File: src/verilog/bus_target_permission_log_defines.vh
// constants for the bus target permission and violation log block
`ifndef BUS_TARGET_PERMISSION_LOG_DEFINES_VH
`define BUS_TARGET_PERMISSION_LOG_DEFINES_VH

// ************************************************************
// sizes
// ************************************************************
`define NUM_TARGETS        14
`define NUM_REGIONS        9
`define NUM_ENTRIES        126
`define LAST_TARGET        4'hd
`define LAST_REGION        4'h8

// ************************************************************
// register map, byte addresses and upper address page fields
// ************************************************************
`define ADDR_LOG_PAGE      6'h00
`define ADDR_STATUS        12'h040
`define ADDR_MASK          12'h044
`define ADDR_PERM_PAGE     2'h1

// ************************************************************
// error log layout
// ************************************************************
`define LOG_MULTI_BIT      31
`define LOG_CODE_MSB       27
`define LOG_CODE_LSB       24
`define LOG_ID_MSB         15
`define LOG_ID_LSB         8
`define LOG_REGION_MSB     7
`define LOG_REGION_LSB     4
`define LOG_CMD_MSB        2
`define LOG_CMD_LSB        0
`define CODE_NONE          4'h0
`define CODE_PERMISSION    4'h3

// ************************************************************
// write permission layout
// ************************************************************
`define PERM_RESET         4'h7
`define PERM_RO_REGION     4'h0
`define PERM_RO_MASK       4'h1

`endif

File: src/verilog/permission_table.v
// write permission storage for every target and region
`include "bus_target_permission_log_defines.vh"

module permission_table (
  input  wire       clk,
  input  wire       nrst,
  input  wire       wr_en,
  input  wire [6:0] wr_idx,
  input  wire [3:0] wr_data,
  input  wire [3:0] wr_ro_mask,
  input  wire [6:0] rd_idx_a,
  output wire [3:0] rd_data_a,
  input  wire [6:0] rd_idx_b,
  output wire [3:0] rd_data_b
);

  reg [3:0] mem_reg [0:`NUM_ENTRIES-1];
  integer   i;

  assign rd_data_a = mem_reg[rd_idx_a];
  assign rd_data_b = mem_reg[rd_idx_b];

  // ************************************************************
  // storage
  // ************************************************************
  always @(posedge clk or negedge nrst) begin
    if (!nrst) begin
      for (i = 0; i < `NUM_ENTRIES; i = i + 1) begin
        mem_reg[i] <= `PERM_RESET;
      end
    end else if (wr_en) begin
      mem_reg[wr_idx] <= (wr_data & ~wr_ro_mask) | (mem_reg[wr_idx] & wr_ro_mask);
    end
  end

endmodule // permission_table

File: src/verilog/violation_log.v
// error log of one bus target
`include "bus_target_permission_log_defines.vh"

module violation_log (
  input  wire        clk,
  input  wire        nrst,
  input  wire        viol,
  input  wire [7:0]  viol_id,
  input  wire [3:0]  viol_region,
  input  wire [2:0]  viol_cmd,
  input  wire        clr_en,
  input  wire [31:0] clr_data,
  output wire [31:0] log_word
);

  reg        multi_reg;
  reg  [3:0] code_reg;
  reg  [7:0] id_reg;
  reg  [3:0] region_reg;
  reg  [2:0] cmd_reg;
  wire [3:0] code_kept;
  wire       capture;

  assign code_kept = clr_en ? (code_reg & ~clr_data[`LOG_CODE_MSB:`LOG_CODE_LSB]) : code_reg;
  assign capture   = viol && (code_kept == `CODE_NONE);

  assign log_word = {multi_reg, 3'h0, code_reg, 8'h00, id_reg, region_reg, 1'b0, cmd_reg};

  // ************************************************************
  // log state
  // ************************************************************
  always @(posedge clk or negedge nrst) begin
    if (!nrst) begin
      multi_reg  <= 1'b0;
      code_reg   <= `CODE_NONE;
      id_reg     <= 8'h00;
      region_reg <= 4'h0;
      cmd_reg    <= 3'h0;
    end else begin
      if (viol && !capture) begin
        multi_reg <= 1'b1;
      end else if (clr_en && clr_data[`LOG_MULTI_BIT]) begin
        multi_reg <= 1'b0;
      end
      code_reg <= viol ? `CODE_PERMISSION : code_kept;
      if (capture) begin
        id_reg     <= viol_id;
        region_reg <= viol_region;
        cmd_reg    <= viol_cmd;
      end
    end
  end

endmodule // violation_log

File: src/verilog/bus_target_permission_log.v
// system bus target write protection with violation logs and apb registers
//
// Overview of operation
// - A second violation while a log is busy sets its multiple flag, cleared by writing one.
// - The four-bit fault code reads 0011 after a permission violation and 0000 otherwise.
// - Writing ones onto the fault code bits returns the code to no error.
// - Each of targets 0 to 13 has a log of initiator, region and command, read-only, reset zero.
// - Each target has nine region permission registers whose bit n lets group n write.
// - A group 3 write to a region whose group 3 bit is clear is denied and logged.
// - Some permission bits of certain regions are preset and ignore writes.
// - Permission bits 31 to 4 read zero and ignore writes.
`include "bus_target_permission_log_defines.vh"

module bus_target_permission_log (
  input  wire        CLK,
  input  wire        NRST,
  input  wire        PSEL,
  input  wire        PENABLE,
  input  wire        PWRITE,
  input  wire [11:0] PADDR,
  input  wire [31:0] PWDATA,
  output wire [31:0] PRDATA,
  output wire        PREADY,
  output wire        PSLVERR,
  input  wire        ACC_VALID,
  input  wire        ACC_WRITE,
  input  wire [3:0]  ACC_TARGET,
  input  wire [3:0]  ACC_REGION,
  input  wire [1:0]  ACC_GROUP,
  input  wire [7:0]  ACC_ID,
  input  wire [2:0]  ACC_CMD,
  output wire        ACC_GRANT,
  output wire        ACC_DENY,
  output wire        IRQ
);

  // ************************************************************
  // declarations
  // ************************************************************
  reg  [31:0] prdata_reg;
  reg  [31:0] prdata_next;
  reg         pready_reg;
  reg         pslverr_reg;
  reg         pslverr_next;
  reg         grant_reg;
  reg         deny_reg;
  reg         irq_reg;
  reg  [13:0] status_reg;
  reg  [13:0] status_next;
  reg  [13:0] mask_reg;

  wire        apb_setup;
  wire        apb_commit;
  wire        apb_wr;
  wire        apb_rd;
  wire        is_log;
  wire        is_perm;
  wire        is_status;
  wire        is_mask;
  wire [3:0]  bus_target;
  wire [3:0]  bus_region;
  wire [6:0]  bus_idx;
  wire [3:0]  bus_perm;
  wire [3:0]  bus_ro;

  wire        acc_in_range;
  wire [6:0]  acc_idx;
  wire [3:0]  acc_perm;
  wire        acc_allowed;
  wire        acc_viol;
  wire [13:0] viol_vec;
  wire [31:0] acc_target_wide;
  wire [31:0] log_sel_wide;

  wire [31:0] log_word [0:`NUM_TARGETS-1];

  // ************************************************************
  // apb decode
  // ************************************************************
  // data captured in setup so that pready and prdata both come from flops
  assign apb_setup  = PSEL && !PENABLE;
  assign apb_commit = PSEL && PENABLE && pready_reg;
  assign apb_wr     = apb_commit && PWRITE && !pslverr_reg;
  assign apb_rd     = apb_commit && !PWRITE && !pslverr_reg;

  assign bus_target = PADDR[9:6];
  assign bus_region = PADDR[5:2];
  assign is_log     = (PADDR[11:6] == `ADDR_LOG_PAGE) && (PADDR[5:2] <= `LAST_TARGET)
                      && (PADDR[1:0] == 2'h0);
  assign is_status  = (PADDR == `ADDR_STATUS);
  assign is_mask    = (PADDR == `ADDR_MASK);
  assign is_perm    = (PADDR[11:10] == `ADDR_PERM_PAGE) && (bus_target <= `LAST_TARGET)
                      && (bus_region <= `LAST_REGION) && (PADDR[1:0] == 2'h0);

  // index is target times nine plus region
  assign bus_idx = {bus_target, 3'h0} + {3'h0, bus_target} + {3'h0, bus_region};
  assign bus_ro  = (bus_region == `PERM_RO_REGION) ? `PERM_RO_MASK : 4'h0;

  // ************************************************************
  // permission storage
  // ************************************************************
  permission_table u_table (
    .clk        (CLK),
    .nrst       (NRST),
    .wr_en      (apb_wr && is_perm),
    .wr_idx     (bus_idx),
    .wr_data    (PWDATA[3:0]),
    .wr_ro_mask (bus_ro),
    .rd_idx_a   (bus_idx),
    .rd_data_a  (bus_perm),
    .rd_idx_b   (acc_idx),
    .rd_data_b  (acc_perm)
  );

  // ************************************************************
  // access check
  // ************************************************************
  // accesses outside the map carry no permission record and pass
  assign acc_in_range = (ACC_TARGET <= `LAST_TARGET) && (ACC_REGION <= `LAST_REGION);
  assign acc_idx      = {ACC_TARGET, 3'h0} + {3'h0, ACC_TARGET} + {3'h0, ACC_REGION};
  assign acc_allowed  = !acc_in_range || !ACC_WRITE || acc_perm[ACC_GROUP];
  assign acc_viol     = ACC_VALID && !acc_allowed;

  always @(posedge CLK or negedge NRST) begin
    if (!NRST) begin
      grant_reg <= 1'b0;
      deny_reg  <= 1'b0;
    end else begin
      grant_reg <= ACC_VALID && acc_allowed;
      deny_reg  <= acc_viol;
    end
  end

  // ************************************************************
  // per target logs
  // ************************************************************
  // widened so the compare against the loop index drops no bits
  assign acc_target_wide = {28'h0000000, ACC_TARGET};
  assign log_sel_wide    = {28'h0000000, PADDR[5:2]};

  genvar g;
  generate
    for (g = 0; g < `NUM_TARGETS; g = g + 1) begin : g_log
      assign viol_vec[g] = acc_viol && (acc_target_wide == g);
      violation_log u_log (
        .clk         (CLK),
        .nrst        (NRST),
        .viol        (viol_vec[g]),
        .viol_id     (ACC_ID),
        .viol_region (ACC_REGION),
        .viol_cmd    (ACC_CMD),
        .clr_en      (apb_wr && is_log && (log_sel_wide == g)),
        .clr_data    (PWDATA),
        .log_word    (log_word[g])
      );
    end
  endgenerate

  // ************************************************************
  // interrupt status
  // ************************************************************
  always @* begin
    status_next = status_reg;
    // read clears only the bits it reported, so an event after the setup edge is kept
    if (apb_rd && is_status) begin
      status_next = status_reg & ~prdata_reg[13:0];
    end
    status_next = status_next | viol_vec;
  end

  always @(posedge CLK or negedge NRST) begin
    if (!NRST) begin
      status_reg <= 14'h0000;
      mask_reg   <= 14'h0000;
      irq_reg    <= 1'b0;
    end else begin
      status_reg <= status_next;
      if (apb_wr && is_mask) begin
        mask_reg <= PWDATA[13:0];
      end
      irq_reg <= |(status_next & (apb_wr && is_mask ? PWDATA[13:0] : mask_reg));
    end
  end

  // ************************************************************
  // apb read data and answer
  // ************************************************************
  always @* begin
    prdata_next  = 32'h00000000;
    pslverr_next = 1'b0;
    if (is_log) begin
      prdata_next = log_word[PADDR[5:2]];
    end else if (is_perm) begin
      prdata_next = {28'h0000000, bus_perm};
    end else if (is_status) begin
      prdata_next = {18'h00000, status_reg};
    end else if (is_mask) begin
      prdata_next = {18'h00000, mask_reg};
    end else begin
      pslverr_next = 1'b1;
    end
  end

  always @(posedge CLK or negedge NRST) begin
    if (!NRST) begin
      prdata_reg  <= 32'h00000000;
      pready_reg  <= 1'b0;
      pslverr_reg <= 1'b0;
    end else begin
      pready_reg <= apb_setup;
      if (apb_setup) begin
        prdata_reg  <= PWRITE ? 32'h00000000 : prdata_next;
        pslverr_reg <= pslverr_next;
      end else if (apb_commit || !PSEL) begin
        prdata_reg  <= 32'h00000000;
        pslverr_reg <= 1'b0;
      end
    end
  end

  // ************************************************************
  // outputs
  // ************************************************************
  assign PRDATA    = prdata_reg;
  assign PREADY    = pready_reg;
  assign PSLVERR   = pslverr_reg;
  assign ACC_GRANT = grant_reg;
  assign ACC_DENY  = deny_reg;
  assign IRQ       = irq_reg;

endmodule // bus_target_permission_log

File: config.mk
export PLATFORM = sky130hd
export DESIGN_NAME = bus_target_permission_log
export DESIGN_NICKNAME = d
export VERILOG_FILES = /design/src/verilog/permission_table.v /design/src/verilog/violation_log.v /design/src/verilog/bus_target_permission_log.v
export VERILOG_INCLUDE_DIRS = /design/src /design/src/verilog
export SDC_FILE = /design/constraint.sdc
export NUM_CORES = 2
export LEC_CHECK = 0
export BUFFER_PORTS_ARGS = -buffer_cell sky130_fd_sc_hd__buf_2
export CAP_MARGIN = 20
export CORE_MARGIN = 2
export CORE_UTILIZATION = 30
export CTS_CLUSTER_DIAMETER = 150
export DETAILED_ROUTE_END_ITERATION = 8
export PLACE_DENSITY = 0.5
export SLEW_MARGIN = 20
export SYNTH_ARGS = -nofsm -noshare
export SYNTH_HDL_FRONTEND = slang
export SYNTH_SLANG_ARGS = --single-unit
File: constraint.sdc
create_clock -name CLK -period 4.9 [get_ports CLK]
set_input_delay 0.245 -clock CLK [delete_from_list [all_inputs] [get_ports CLK]]
set_output_delay 0.245 -clock CLK [all_outputs]
set_load 0.02 [all_outputs]
==> impl_metrics.yaml <==
route:
  route.met2.wl_um: 77100
  route.detailed.drc: 0
  ant_nets: 0
  firstDrtPassIters: 6
  vias_per_cell: 5.50
  wl_per_cell_um: 27.0
  top_layer: "met5"
  dr_wl_met3_um: 10100
  via_count: 33393
  routed_wl_um: 164000
  drt-met1-wl_um: 70600
  drtIter0Drc: 2876
critical_path:
  rr_worst_depth: 11
  reg2reg_slack_ps: 850
  start_kind: "primary input"
  cp_max_fo: 18
  crit_path_top_delay_cell: "or4_1"
  crit_chain: "dlygate4sd3_1 > buf_2 > ha_1 > ha_4 > inv_1 > fa_2 > xor2_4 > buf_12 > buf_4 > mux4_2 > mux2i_1 > o22a_1 > o221ai_1 > o31a_2 > buf_12 > or4_1 > buf_4 > mux2_4"
  crit_end: "g_log[11].u_log.region_reg[0]"
  max_stage_delay_ps: 570
  startpoint: "ACC_REGION[1]"
  r2r_end: "g_log[11].u_log.region_reg[0]"
  crit_arrival_ps: 5490
  cp-end-kind: "register"
  crit_type: "in -> reg"
  r2r_start: "u_table.mem_reg[120]"
  worstPathRequired_ps: 5490
sta:
  max_slew_margin_pct: 33.7
  setup_viol: 1
  worstMarginPinSlew_ps: 994
  clock_skew_ps: 55.7
  min_period_ps: 4900
  layout_setup_ws_ps: -4.87
  report.final.hold_viol_count: 0
  fin_crit_sh_pct: 100
  max_freq_mhz: 204
  hold_slack_ps: 94.0
  slew_viol_final: 0
  rsz0062_at_grt: "no"
global_routing:
  grt_antenna_before_repair: 5
  grt_max_degree: 138
  grt_pass1_wl_um: 241000
  grt_usage_pct: 21.3
  overflow: 0
  grt_pass1_vias: 33693
placed_design:
  place.gp.congestion: 0.978
  preCtsSetupSlack_ps: -96.3
  hpwl_um: 115000
  portBuffers: 84
floorplan:
  row_count: 142
  pin_count: 109
  die_w_um: 391
  die_h_um: 391
  start_util_pct: 30.1
  coreArea_um2: 149000
  die_area_um2: 153000
layout:
  fillers: 14685
  final_util_pct: 35.8
  area_growth_pct: 18.9
  drive_gt1_share_pct: 44.4
  fin_nets: 4064
  multi_input_comb_area_um2: 22300
  largest_register_ffs: 504
  seqCellArea_um2: 21400
  antenna_cells: 0
cts:
  cts.htree.levels: 3
  clk_pin_slew_ps: 60
  cts_sinks: 838
  cts_buffers: 98
  clk-insertion-delay-late_ps: 750
  clockBufferDepth: 3
  cts_root_buffer: "clkbuf_16"
  cts_tree: "yes"
logic_synthesis:
  netlist_area_um2: 45000
  synth_top_family_by_area: "multiplexers"
  synth_compound_area_share_pct: 8.85
  netlist_top_cells_count: "mux2_2 (599), nand2_1 (598), dfrtp_1 (460)"
  ys_seq_area_share_pct: 47.7
  avgSynthCellArea_um2: 11.9
  yosysUniqueCellTypes: 73
  yosysTopAreaCell: "dfrtp_1"
  synthSimpleGateAreaFrac_pct: 9.19
  synthXorXnorAreaFrac_pct: 0.211
  ys.flop_type: "dfrtp_1"
  async_reset_ff_share_pct: 100
  ys_warn_count: 0
  muxShareOfSynthArea_pct: 30.1
  synth_top_cell_area_share_pct: 25.6
  yosysMostFrequentCell: "mux2_2"
  synth_fa_ha_area_share_pct: 0.595
  ys_ff_latch: 838
  synthCells: 3768
  synth.area.top_cells: "dfrtp_1 (26%), dfstp_2 (22%), mux2_2 (15%)"
  synth_edf_count: 0
pwr:
  ir_worst_vdd_v: 0.000298
  powerDensity_nw_per_um2: 354
  total_power_mw: 18.9
  leakage_nw: 22.3
run_status:
  failed_checks: "negative setup slack"
  outcome: "complete, but fails checks"
worst_hold_path:
  hold_class: "in -> reg"
flow_run:
  drv_cap: 0
[worst max-delay path, delay by kind of cell]
family / cells / cell delay (ps)
buffers and inverters: 7 / 1610
xor gates and xnor gates: 1 / 220
muxes: 3 / 1180
and+or+nand+nor: 1 / 570
AOI/OAI and AO/OA: 3 / 560
adders and majority gates: 3 / 1080
[per-layer routing]
metal / up-vias / global-route usage (%)
met5: - / 0
met4: 6 / 7.62
met3: 277 / 3.47
li1: 14386 / -
met1: 17588 / 28.8
met2: 1136 / 34.4
[final cells by class]
| type | instances | share of cell area [%] |
|---|---|---|
| tap | 2016 | 4.72 |
| sequential | 838 | 40.1 |
| clock buffer | 152 | 5.34 |
| multi-input combinational | 2584 | 41.8 |
| timing repair buffer | 407 | 6.76 |
| clock inverter | 29 | 1.02 |
| inverter | 44 | 0.309 |
[placed cells by master, fill, tap and decap left out, types with 22 or more instances in the layout]
cell,synthesis,final
inv_1,43,42
mux2i_1,122,122
nand4_1,32,32
buf_12,0,52
mux2_2,599,599
dfrtp_1,460,460
mux2_4,38,38
a22oi_1,26,26
dfstp_2,378,378
buf_2,39,78
o221ai_1,22,22
o21ai_0,235,235
nor3_1,42,35
nand3_1,30,30
clkbuf_16,0,99
a21oi_1,74,74
o22ai_1,97,97
clkbuf_1,213,35
nor2_1,100,92
mux4_2,210,210
dlygate4sd3_1,0,37
nand2_1,598,597
buf_4,17,238
mux2_1,26,26
[where the power goes]
group	leakage [nW]	switching, mW	internal [mW]
combinational	10.5	2.33	1.42
sequential	10.2	0.190	7.30
clock	1.63	3.17	4.53
total	22.3	5.70	13.2
[metrics by stage]
stage / setup TNS [ps] / instances / area (um^2)
after global placement: -9950 / 5851 / 49700
after detailed placement: -9070 / 5851 / 49700
final: -4.87 / 6070 / 53500
after floorplan: 0 / 3778 / 45000
after CTS: 0 / 6069 / 53400
after global routing: 0 / 6070 / 53500
[logic make-up after synthesis]
family | count (synthesis)
AO/OA/AOI/OAI | 625
XOR/XNOR | 10
adder cells (fa/ha/maj) | 19
buffers and inverters | 356
flip-flops | 838
multiplexers | 995
other | 1
AND/OR/NAND/NOR | 924
[repair_timing]
item | in CTS | in global routing
hold buffers | 37 | 0
setup buffers | 0 | 1
hold endpoints to repair | 307 | 0
gates resized for setup | 0 | 9
endpoints found under the setup margin | 0 | 207
[worst min path at each step]
stage                     startpoint                    endpoint  depth (start not counted)
after floorplan                 NRST                    ACC_DENY                          0
after global placement          NRST  g_log[9].u_log.code_reg[2]                          1
after detailed placement        NRST  g_log[9].u_log.code_reg[2]                          1
after CTS                     PWRITE               status_reg[8]                          6
after global routing       PWDATA[2]        u_table.mem_reg[182]                          2
final                         PWRITE               status_reg[8]                          6
(Power assumes the default switching activity.)
